### src/pm_ctl_pkg.sv
// Constants for the power-management control register group.
// Assumes offsets are added to a base supplied by the configuration logic.
package pm_ctl_pkg;

  // ----------------------------------------------------------------
  // Register offsets from the programmable I/O base
  // ----------------------------------------------------------------
  localparam logic [15:0] OFF_CTL_ONE   = 16'h0004;
  localparam logic [15:0] OFF_CTL_THREE = 16'h0006;
  localparam logic [15:0] OFF_CTL_FOUR  = 16'h0007;

  // ----------------------------------------------------------------
  // Field positions and reset values
  // ----------------------------------------------------------------
  localparam int          BIT_ROUTE_SELECT   = 0;
  localparam int          BIT_RELOAD_ENABLE  = 1;
  localparam int          BIT_GLOBAL_RELEASE = 2;
  localparam logic [7:0]  CTL_ONE_MASK       = 8'h07;
  localparam logic [7:0]  CTL_RESET          = 8'h00;
  localparam logic [7:0]  READ_ZERO          = 8'h00;

  // Decoded register select, one-hot
  typedef enum logic [1:0] {
    SEL_NONE  = 2'b00,
    SEL_ONE   = 2'b01,
    SEL_RSVD  = 2'b10
  } reg_sel_type;

endpackage

### src/pm_status_if.sv
// Carrier between the control register group and its status bits.
// Assumes both ends run on sys_clk.
`timescale 1ns/1ps
interface pm_status_if;
  logic busmaster_control_set;
  logic busmaster_status_clear;
  logic firmware_status_set;
  logic firmware_status_clear;
  logic busmaster_control;
  logic busmaster_status;
  logic firmware_event_status;

  modport owner (
    input  busmaster_control_set,
    input  busmaster_status_clear,
    input  firmware_status_set,
    input  firmware_status_clear,
    output busmaster_control,
    output busmaster_status,
    output firmware_event_status
  );

  modport user (
    output busmaster_control_set,
    output busmaster_status_clear,
    output firmware_status_set,
    output firmware_status_clear,
    input  busmaster_control,
    input  busmaster_status,
    input  firmware_event_status
  );
endinterface

### src/pm_event_control_regs.sv
// Power-management control registers one, three and four in I/O space.
// Assumes one-cycle read and write strobes, synchronous to sys_clk.
`timescale 1ns/1ps

// Operation
// - Route select set sends every event to the control interrupt.
// - Route clear and path enabled send events to the mgmt interrupt.
// - Reload enable with bus-master control raises control interrupt.
// - Writing one to global release sets the firmware event status bit.
// - Firmware status with firmware enable raises the mgmt interrupt.
// - Register one bits 7:3 and registers three and four read zero.
// - Registers one, three, four sit at base plus 4, 6, 7; 8 bits, reset 0.
// - Bus-master control set also sets status; status clear drops both.
module pm_event_control_regs (
  input  wire logic        sys_clk,
  input  wire logic        rst,
  input  wire logic [15:0] io_base,
  input  wire logic [15:0] io_addr,
  input  wire logic        io_rd,
  input  wire logic        io_wr,
  input  wire logic [7:0]  io_wdata,
  output logic      [7:0]  io_rdata,
  output logic             io_rd_ack,
  input  wire logic        pm_event,
  input  wire logic        mgmt_path_enable,
  input  wire logic        firmware_event_enable,
  input  wire logic        busmaster_control_set,
  input  wire logic        busmaster_status_clear,
  input  wire logic        firmware_status_clear,
  output logic             busmaster_control,
  output logic             busmaster_status,
  output logic             firmware_event_status,
  output logic             control_interrupt_out,
  output logic             mgmt_interrupt_out
);

  pm_status_if st ();

  logic [7:0]  ctl_one_q;
  logic [7:0]  ctl_one_d;
  logic [7:0]  rdata_q;
  logic [7:0]  rdata_d;
  logic        rd_ack_q;
  logic        rd_ack_d;
  logic        ctl_irq_q;
  logic        ctl_irq_d;
  logic        mgmt_irq_q;
  logic        mgmt_irq_d;
  logic        wr_one;
  pm_ctl_pkg::reg_sel_type rd_sel;
  pm_ctl_pkg::reg_sel_type wr_sel;

  // ----------------------------------------------------------------
  // Address decode
  // ----------------------------------------------------------------
  function automatic pm_ctl_pkg::reg_sel_type decode(
    input logic [15:0] base,
    input logic [15:0] addr
  );
    logic [15:0] off;
    off = addr - base;
    // Offset wraps below base, so a low address is rejected before any compare
    if (addr < base) begin
      decode = pm_ctl_pkg::SEL_NONE;
    end else if (off == pm_ctl_pkg::OFF_CTL_ONE) begin
      decode = pm_ctl_pkg::SEL_ONE;
    end else if (off == pm_ctl_pkg::OFF_CTL_THREE) begin
      decode = pm_ctl_pkg::SEL_RSVD;
    end else if (off == pm_ctl_pkg::OFF_CTL_FOUR) begin
      decode = pm_ctl_pkg::SEL_RSVD;
    end else begin
      decode = pm_ctl_pkg::SEL_NONE;
    end
  endfunction

  assign rd_sel = decode(io_base, io_addr);
  assign wr_sel = decode(io_base, io_addr);
  assign wr_one = io_wr && (wr_sel == pm_ctl_pkg::SEL_ONE);

  // ----------------------------------------------------------------
  // Register one and side effects of its writes
  // ----------------------------------------------------------------
  always_comb begin
    ctl_one_d = ctl_one_q;
    if (wr_one) begin
      // Reserved positions never stored, so they keep reading zero
      ctl_one_d = io_wdata & pm_ctl_pkg::CTL_ONE_MASK;
    end
  end

  // Registers three and four hold nothing; writes there are dropped
  assign st.firmware_status_set =
    wr_one && io_wdata[pm_ctl_pkg::BIT_GLOBAL_RELEASE];
  assign st.busmaster_control_set  = busmaster_control_set;
  assign st.busmaster_status_clear = busmaster_status_clear;
  assign st.firmware_status_clear  = firmware_status_clear;

  pm_status_bits u_status (
    .sys_clk (sys_clk),
    .rst     (rst),
    .st      (st)
  );

  // ----------------------------------------------------------------
  // Read path
  // ----------------------------------------------------------------
  always_comb begin
    rdata_d  = rdata_q;
    rd_ack_d = 1'b0;
    if (io_rd) begin
      if (rd_sel == pm_ctl_pkg::SEL_ONE) begin
        rdata_d  = ctl_one_q & pm_ctl_pkg::CTL_ONE_MASK;
        rd_ack_d = 1'b1;
      end else if (rd_sel == pm_ctl_pkg::SEL_RSVD) begin
        rdata_d  = pm_ctl_pkg::READ_ZERO;
        rd_ack_d = 1'b1;
      end else begin
        rdata_d  = pm_ctl_pkg::READ_ZERO;
      end
    end
  end

  // ----------------------------------------------------------------
  // Interrupt routing
  // ----------------------------------------------------------------
  // Outputs are registered, one cycle behind their causes
  always_comb begin
    ctl_irq_d  = 1'b0;
    mgmt_irq_d = 1'b0;
    if (pm_event) begin
      if (ctl_one_q[pm_ctl_pkg::BIT_ROUTE_SELECT]) begin
        ctl_irq_d = 1'b1;
      end else if (mgmt_path_enable) begin
        mgmt_irq_d = 1'b1;
      end
    end
    if (ctl_one_q[pm_ctl_pkg::BIT_RELOAD_ENABLE] && st.busmaster_control) begin
      ctl_irq_d = 1'b1;
    end
    if (st.firmware_event_status && firmware_event_enable) begin
      mgmt_irq_d = 1'b1;
    end
  end

  always_ff @(posedge sys_clk) begin
    if (rst) begin
      ctl_one_q  <= pm_ctl_pkg::CTL_RESET;
      rdata_q    <= pm_ctl_pkg::READ_ZERO;
      rd_ack_q   <= 1'b0;
      ctl_irq_q  <= 1'b0;
      mgmt_irq_q <= 1'b0;
    end else begin
      ctl_one_q  <= ctl_one_d;
      rdata_q    <= rdata_d;
      rd_ack_q   <= rd_ack_d;
      ctl_irq_q  <= ctl_irq_d;
      mgmt_irq_q <= mgmt_irq_d;
    end
  end

  assign io_rdata              = rdata_q;
  assign io_rd_ack             = rd_ack_q;
  assign busmaster_control     = st.busmaster_control;
  assign busmaster_status      = st.busmaster_status;
  assign firmware_event_status = st.firmware_event_status;
  assign control_interrupt_out = ctl_irq_q;
  assign mgmt_interrupt_out    = mgmt_irq_q;

  // ----------------------------------------------------------------
  // Checks
  // ----------------------------------------------------------------
  route_ctl_a: assert property (
    @(posedge sys_clk) disable iff (rst)
    (pm_event && ctl_one_q[pm_ctl_pkg::BIT_ROUTE_SELECT])
      |=> control_interrupt_out)
    else $error("routed event missed the control interrupt");

  route_mgmt_a: assert property (
    @(posedge sys_clk) disable iff (rst)
    (pm_event && !ctl_one_q[pm_ctl_pkg::BIT_ROUTE_SELECT] && mgmt_path_enable)
      |=> mgmt_interrupt_out)
    else $error("event missed the management interrupt");

  route_exclusive_a: assert property (
    @(posedge sys_clk) disable iff (rst)
    (ctl_one_q[pm_ctl_pkg::BIT_ROUTE_SELECT]
      && !(st.firmware_event_status && firmware_event_enable))
      |=> !mgmt_interrupt_out)
    else $error("management interrupt while events go to control");

  reload_irq_a: assert property (
    @(posedge sys_clk) disable iff (rst)
    (ctl_one_q[pm_ctl_pkg::BIT_RELOAD_ENABLE] && st.busmaster_control)
      |=> control_interrupt_out)
    else $error("reload did not raise the control interrupt");

  ctl_idle_a: assert property (
    @(posedge sys_clk) disable iff (rst)
    (!pm_event && !(ctl_one_q[pm_ctl_pkg::BIT_RELOAD_ENABLE]
      && st.busmaster_control)) |=> !control_interrupt_out)
    else $error("control interrupt without cause");

  release_chain_a: assert property (
    @(posedge sys_clk) disable iff (rst)
    (wr_one && io_wdata[pm_ctl_pkg::BIT_GLOBAL_RELEASE]
      && firmware_event_enable ##1 firmware_event_enable)
      |=> mgmt_interrupt_out)
    else $error("release did not reach the management interrupt");

  rsvd_read_a: assert property (
    @(posedge sys_clk) disable iff (rst)
    (io_rd && rd_sel == pm_ctl_pkg::SEL_RSVD)
      |=> (io_rd_ack && io_rdata == 8'h00))
    else $error("reserved register read nonzero");

  ctl_write_a: assert property (
    @(posedge sys_clk) disable iff (rst)
    wr_one |=> (ctl_one_q == ($past(io_wdata) & 8'h07)
      && ctl_one_q[7:3] == 5'h00))
    else $error("register one write stored wrong bits");

  ctl_reset_a: assert property (
    @(posedge sys_clk)
    rst |=> (ctl_one_q == 8'h00 && !control_interrupt_out
      && !mgmt_interrupt_out))
    else $error("register one not cleared by reset");

endmodule

### src/pm_status_bits.sv
// Sticky bus-master and firmware event status bits.
// Assumes set and clear requests are one-cycle pulses on sys_clk.
`timescale 1ns/1ps
module pm_status_bits (
  input  wire logic   sys_clk,
  input  wire logic   rst,
  pm_status_if.owner  st
);

  logic bm_ctl_q;
  logic bm_ctl_d;
  logic busmaster_status_q;
  logic busmaster_status_d;
  logic fw_sts_q;
  logic fw_sts_d;

  // ----------------------------------------------------------------
  // Next state: a set in the same cycle as a clear wins
  // ----------------------------------------------------------------
  always_comb begin
    bm_ctl_d = bm_ctl_q;
    busmaster_status_d = busmaster_status_q;
    fw_sts_d = fw_sts_q;
    if (st.busmaster_status_clear) begin
      bm_ctl_d = 1'b0;
      busmaster_status_d = 1'b0;
    end
    if (st.busmaster_control_set) begin
      bm_ctl_d = 1'b1;
      busmaster_status_d = 1'b1;
    end
    if (st.firmware_status_clear) begin
      fw_sts_d = 1'b0;
    end
    if (st.firmware_status_set) begin
      fw_sts_d = 1'b1;
    end
  end

  always_ff @(posedge sys_clk) begin
    if (rst) begin
      bm_ctl_q <= 1'b0;
      busmaster_status_q <= 1'b0;
      fw_sts_q <= 1'b0;
    end else begin
      bm_ctl_q <= bm_ctl_d;
      busmaster_status_q <= busmaster_status_d;
      fw_sts_q <= fw_sts_d;
    end
  end

  assign st.busmaster_control     = bm_ctl_q;
  assign st.busmaster_status      = busmaster_status_q;
  assign st.firmware_event_status = fw_sts_q;

  // ----------------------------------------------------------------
  // Checks
  // ----------------------------------------------------------------
  bm_set_both_a: assert property (
    @(posedge sys_clk) disable iff (rst)
    st.busmaster_control_set |=> (bm_ctl_q && busmaster_status_q))
    else $error("bus-master write did not set control and status");

  bm_clear_both_a: assert property (
    @(posedge sys_clk) disable iff (rst)
    (st.busmaster_status_clear && !st.busmaster_control_set)
      |=> (!bm_ctl_q && !busmaster_status_q))
    else $error("status clear left a bus-master bit set");

  fw_set_wins_a: assert property (
    @(posedge sys_clk) disable iff (rst)
    st.firmware_status_set |=> fw_sts_q)
    else $error("firmware status not set by release");

  fw_clear_a: assert property (
    @(posedge sys_clk) disable iff (rst)
    (st.firmware_status_clear && !st.firmware_status_set) |=> !fw_sts_q)
    else $error("firmware status not cleared");

endmodule

### config.mk
export PLATFORM = sky130hd
export DESIGN_NAME = pm_event_control_regs
export DESIGN_NICKNAME = d
export VERILOG_FILES = /design/src/pm_ctl_pkg.sv /design/src/pm_status_if.sv /design/src/pm_event_control_regs.sv /design/src/pm_status_bits.sv
export SDC_FILE = /design/constraint.sdc
export NUM_CORES = 1
export LEC_CHECK = 0
export ABC_AREA = 1
export BUFFER_PORTS_ARGS = -buffer_cell sky130_fd_sc_hd__clkbuf_2
export CAP_MARGIN = 20
export CORE_ASPECT_RATIO = 0.8
export CORE_MARGIN = 2
export CORE_UTILIZATION = 46
export CTS_CLUSTER_DIAMETER = 60
export DETAILED_ROUTE_END_ITERATION = 8
export GPL_TIMING_DRIVEN = 0
export PLACE_DENSITY = 0.78
export SYNTH_ARGS = -nofsm -noshare
export SYNTH_HDL_FRONTEND = slang
export SYNTH_SLANG_ARGS = --single-unit
### constraint.sdc
create_clock -name sys_clk -period 2.2 [get_ports sys_clk]
set_input_delay 0.33 -clock sys_clk [delete_from_list [all_inputs] [get_ports sys_clk]]
set_output_delay 0.33 -clock sys_clk [all_outputs]
set_load 0.03 [all_outputs]
==> metrics <==
CTS tree=done; Tmin final=2.101 ns; Multi-input gate area=1374 µm²; Wirelength per Cell=9.657 µm; commonest cells in the synthesized netlist=nand2_1 (102), inv_1 (72), nand3_1 (23), nor2_1 (23), a21oi_1 (19); Post-synth EDFFs=0; Min-Delay Endpoint=mgmt_interrupt_out; Syn. warnings=0; cell with the most instances after synthesis=nand2_1; Iteration-0 DRC Markers=91; area grow syn2layout=32.50%; CTS max path bufs=2; Worst slew margin=0.6623; sequential share of the synthesized area=0.1252; Final Hold Vio Count=0; drt first pass iters=4; Sequential Power Share=0.224; total CTS buffers=3; Die Y=59.31 µm; gr ovfl total=0; initial antenna violation count=0; width of the die=73.14 µm; clock transition at the registers of the reported paths=0.05 ns; Synth area leader=nand2_1; cells after synthesis=320; RePlAce Congestion=0.9090; Post-DRT Antenna Nets=0; share of the core filled with cells=0.6252; Cell Area, Synth=1759 µm²; largest family of logic cells by synthesized area=simple AND/OR/NAND/NOR gates; I/O pin count=64; FF-to-FF End=mgmt_interrupt_out; maxcap violations=0; DP Area=2095 µm²; Clock Power Share=0.221; num rows=20; Sw Pwr=379.0 µW; Worst-Margin Slew=0.5066 ns; Cell Int Power=528.3 µW; post-synthesis compound-gate area fraction=0.06686; XOR/XNOR share of the synthesized area=0.009957; Nets=454; sw frac=0.4177; kind of critical path=primary input to register; combinational share of power=0.556; adder-cell area share of the yosys netlist=0.1323; CP max FO=6; post-synth top area share=0.2176; post-synthesis mux area share=0; Via Count=2054; setup TNS=0 ns; placed wire-length estimate=3479 µm; r2r worst-path depth=2; PD cells=389.2 nW/µm²; Avg Cell Area, Syn=5.497 µm²; CTS sink count=11; unrepaired setup endpoints after global routing=yes; fillcell total=381; Simple-Gate Fraction of Synth Area=0.4780; diode count=0; routed vias/inst=4.788; Min Hold Slack=0.3259 ns; reg2reg start=ctl_one_q[0]; Min-Delay Path Class=primary input to register; Die ar.=4338 µm²; hold depth=3; GRT Overall Usage=0.1928; Required @ worst endpoint=2.37 ns; Critical Path End Type=register; Synth Register Bits=11; ys flop type=dfxtp_1; layout cells sized above 1=0.3221; first-pass GRT wire length=6727 µm; status=complete, no violations; I/O Buffers=53; hold path start=firmware_event_enable; # hold bufs at CTS=0; FF/Latch Area=220.2 µm²; clock latency on the worst-skew pair=0.24 ns; Setup Skew=0.001549 ns; Slew Limit Fails=0; top cells by area, synth=nand2_1 (22%), inv_1 (15%), dfxtp_1 (13%), ha_1 (12%), nand3_1 (6.5%); r2r setup slk=1.51 ns; largest net degree at the start of global routing=11; Root Buffer=clkbuf_8; # setup viols final=0; top achievable clock speed=0.4759 GHz; Critical Path AT=2.27 ns; Async SR Flop Fraction=0; Static Leak=0.001372 µW; startpoint types=primary input; Initial Utilization=0.4718; vias in the first global route=1711; H-tree Lvls=1; final worst path period share=0.9552; DRC=0; Finished Cell Area=2331 µm²; peak supply drop=0.2052 mV; distinct cell type count after synthesis=26; core area=3729 µm²; drt total wl=4143 µm
## metal layers
| metal | vias up | global-route usage | part of all wire |
|---|---|---|---|
| met2 | 52 | 0.3372 | 0.46 |
| met5 | - | 0 | 0 |
| li1 | 1104 | - | - |
| met3 | 4 | 0.02041 | 0.049 |
| met1 | 894 | 0.2572 | 0.48 |
| met4 | 0 | 0.03968 | 0.0070 |
## registers in the layout (all words and copies together), names as in the netlist
register                           count
ctl_one_q                              3
io_rdata                               3
control_interrupt_out                  1
io_rd_ack                              1
mgmt_interrupt_out                     1
u_status.st.busmaster_control          1
u_status.st.firmware_event_status      1
## worst max-delay path by stage
stage / startpoint / to / slack (ns) / cells after the start
3_5_place_dp: io_addr[0] / ctl_one_q[1] / -0.33 / 18
5_1_grt: io_addr[0] / ctl_one_q[2] / -0.05 / 16
6_report: io_addr[0] / ctl_one_q[2] / 0.1 / 16
4_1_cts: io_addr[0] / ctl_one_q[1] / 0.04 / 18
3_3_place_gp: io_addr[0] / ctl_one_q[1] / -0.32 / 18
2_1_floorplan: io_addr[0] / ctl_one_q[0] / 0.06 / 17
## layout make-up
type / instances / share of cell area
inverters: 74 / 0.1202
well taps: 44 / 0.02362
clock buffers: 4 / 0.01932
plain buffers: 7 / 0.02093
flip-flops and latches: 11 / 0.09447
multi-input cells: 232 / 0.5894
repair buffers: 57 / 0.1320
## what timing repair did
action,4_1_cts,5_1_grt
setup buffers,0,4
pin swaps,1,17
gates resized for setup,4,40
setup endpoints to repair,4,8
## critical path, cell delays in order
cell and delay [ns]:
buf_6 0.07, inv_4 0.03, ha_4 0.15, fa_2 0.37, inv_2 0.08, nand3_2 0.08, nand2_4 0.12, xnor2_2 0.13
nand2_1 0.07, nor2_1 0.09, nand2_1 0.06, nor2_2 0.13, nand3_2 0.09, nor2_4 0.20, nand3_2 0.12, a21oi_2 0.14
## layout by cell type (no fill, tap or decap), types with 2 or more instances in the layout
cell type	synthesis	final
ha_4	0	2
nor2_2	4	9
nand2_2	10	12
clkbuf_1	1	2
dfxtp_1	11	11
nor2_1	23	18
nand4_1	9	9
clkbuf_2	0	51
nand2_1	102	97
ha_1	17	9
a21oi_2	1	8
nand2_4	1	4
nor3_1	2	2
and2_1	3	3
inv_2	2	3
ha_2	0	6
nand3_2	4	10
buf_4	6	10
buf_6	0	2
a21oi_1	19	12
nand3_1	23	17
inv_1	72	70
conb_1	1	5
nand3b_1	2	2
clkbuf_8	0	3
## power groups by stage
stage	clock (µW)	sequential (µW)	combinational (µW)
2_1_floorplan	0	210	327
3_3_place_gp	0	207	434
3_5_place_dp	0	207	442
4_1_cts	206	203	447
5_1_grt	219	203	571
6_report	200	203	504
## per-stage QoR
| stage | total power, µW | cells | worst slack, ns |
|---|---|---|---|
| after CTS | 856.2 | 425 | 0.04110 |
| after detailed placement | 648.8 | 421 | -0.3349 |
| after floorplan | 537.4 | 324 | 0.05823 |
| after global routing | 992.3 | 429 | -0.05337 |
| final | 907.3 | 429 | 0.09856 |
| after global placement | 640.5 | 421 | -0.3165 |
## cells by family (layout without fill, tap and decap cells)
family                   after synthesis  in the layout
AO/OA/AOI/OAI                         22             22
XOR/XNOR                               2              2
buffers and inverters                 81            142
AND/OR/NAND/NOR                      185            185
adder cells (fa/ha/maj)               18             18
other                                  1              5
flip-flops                            11             11
No activity file was read; power rests on OpenSTA's default activity.
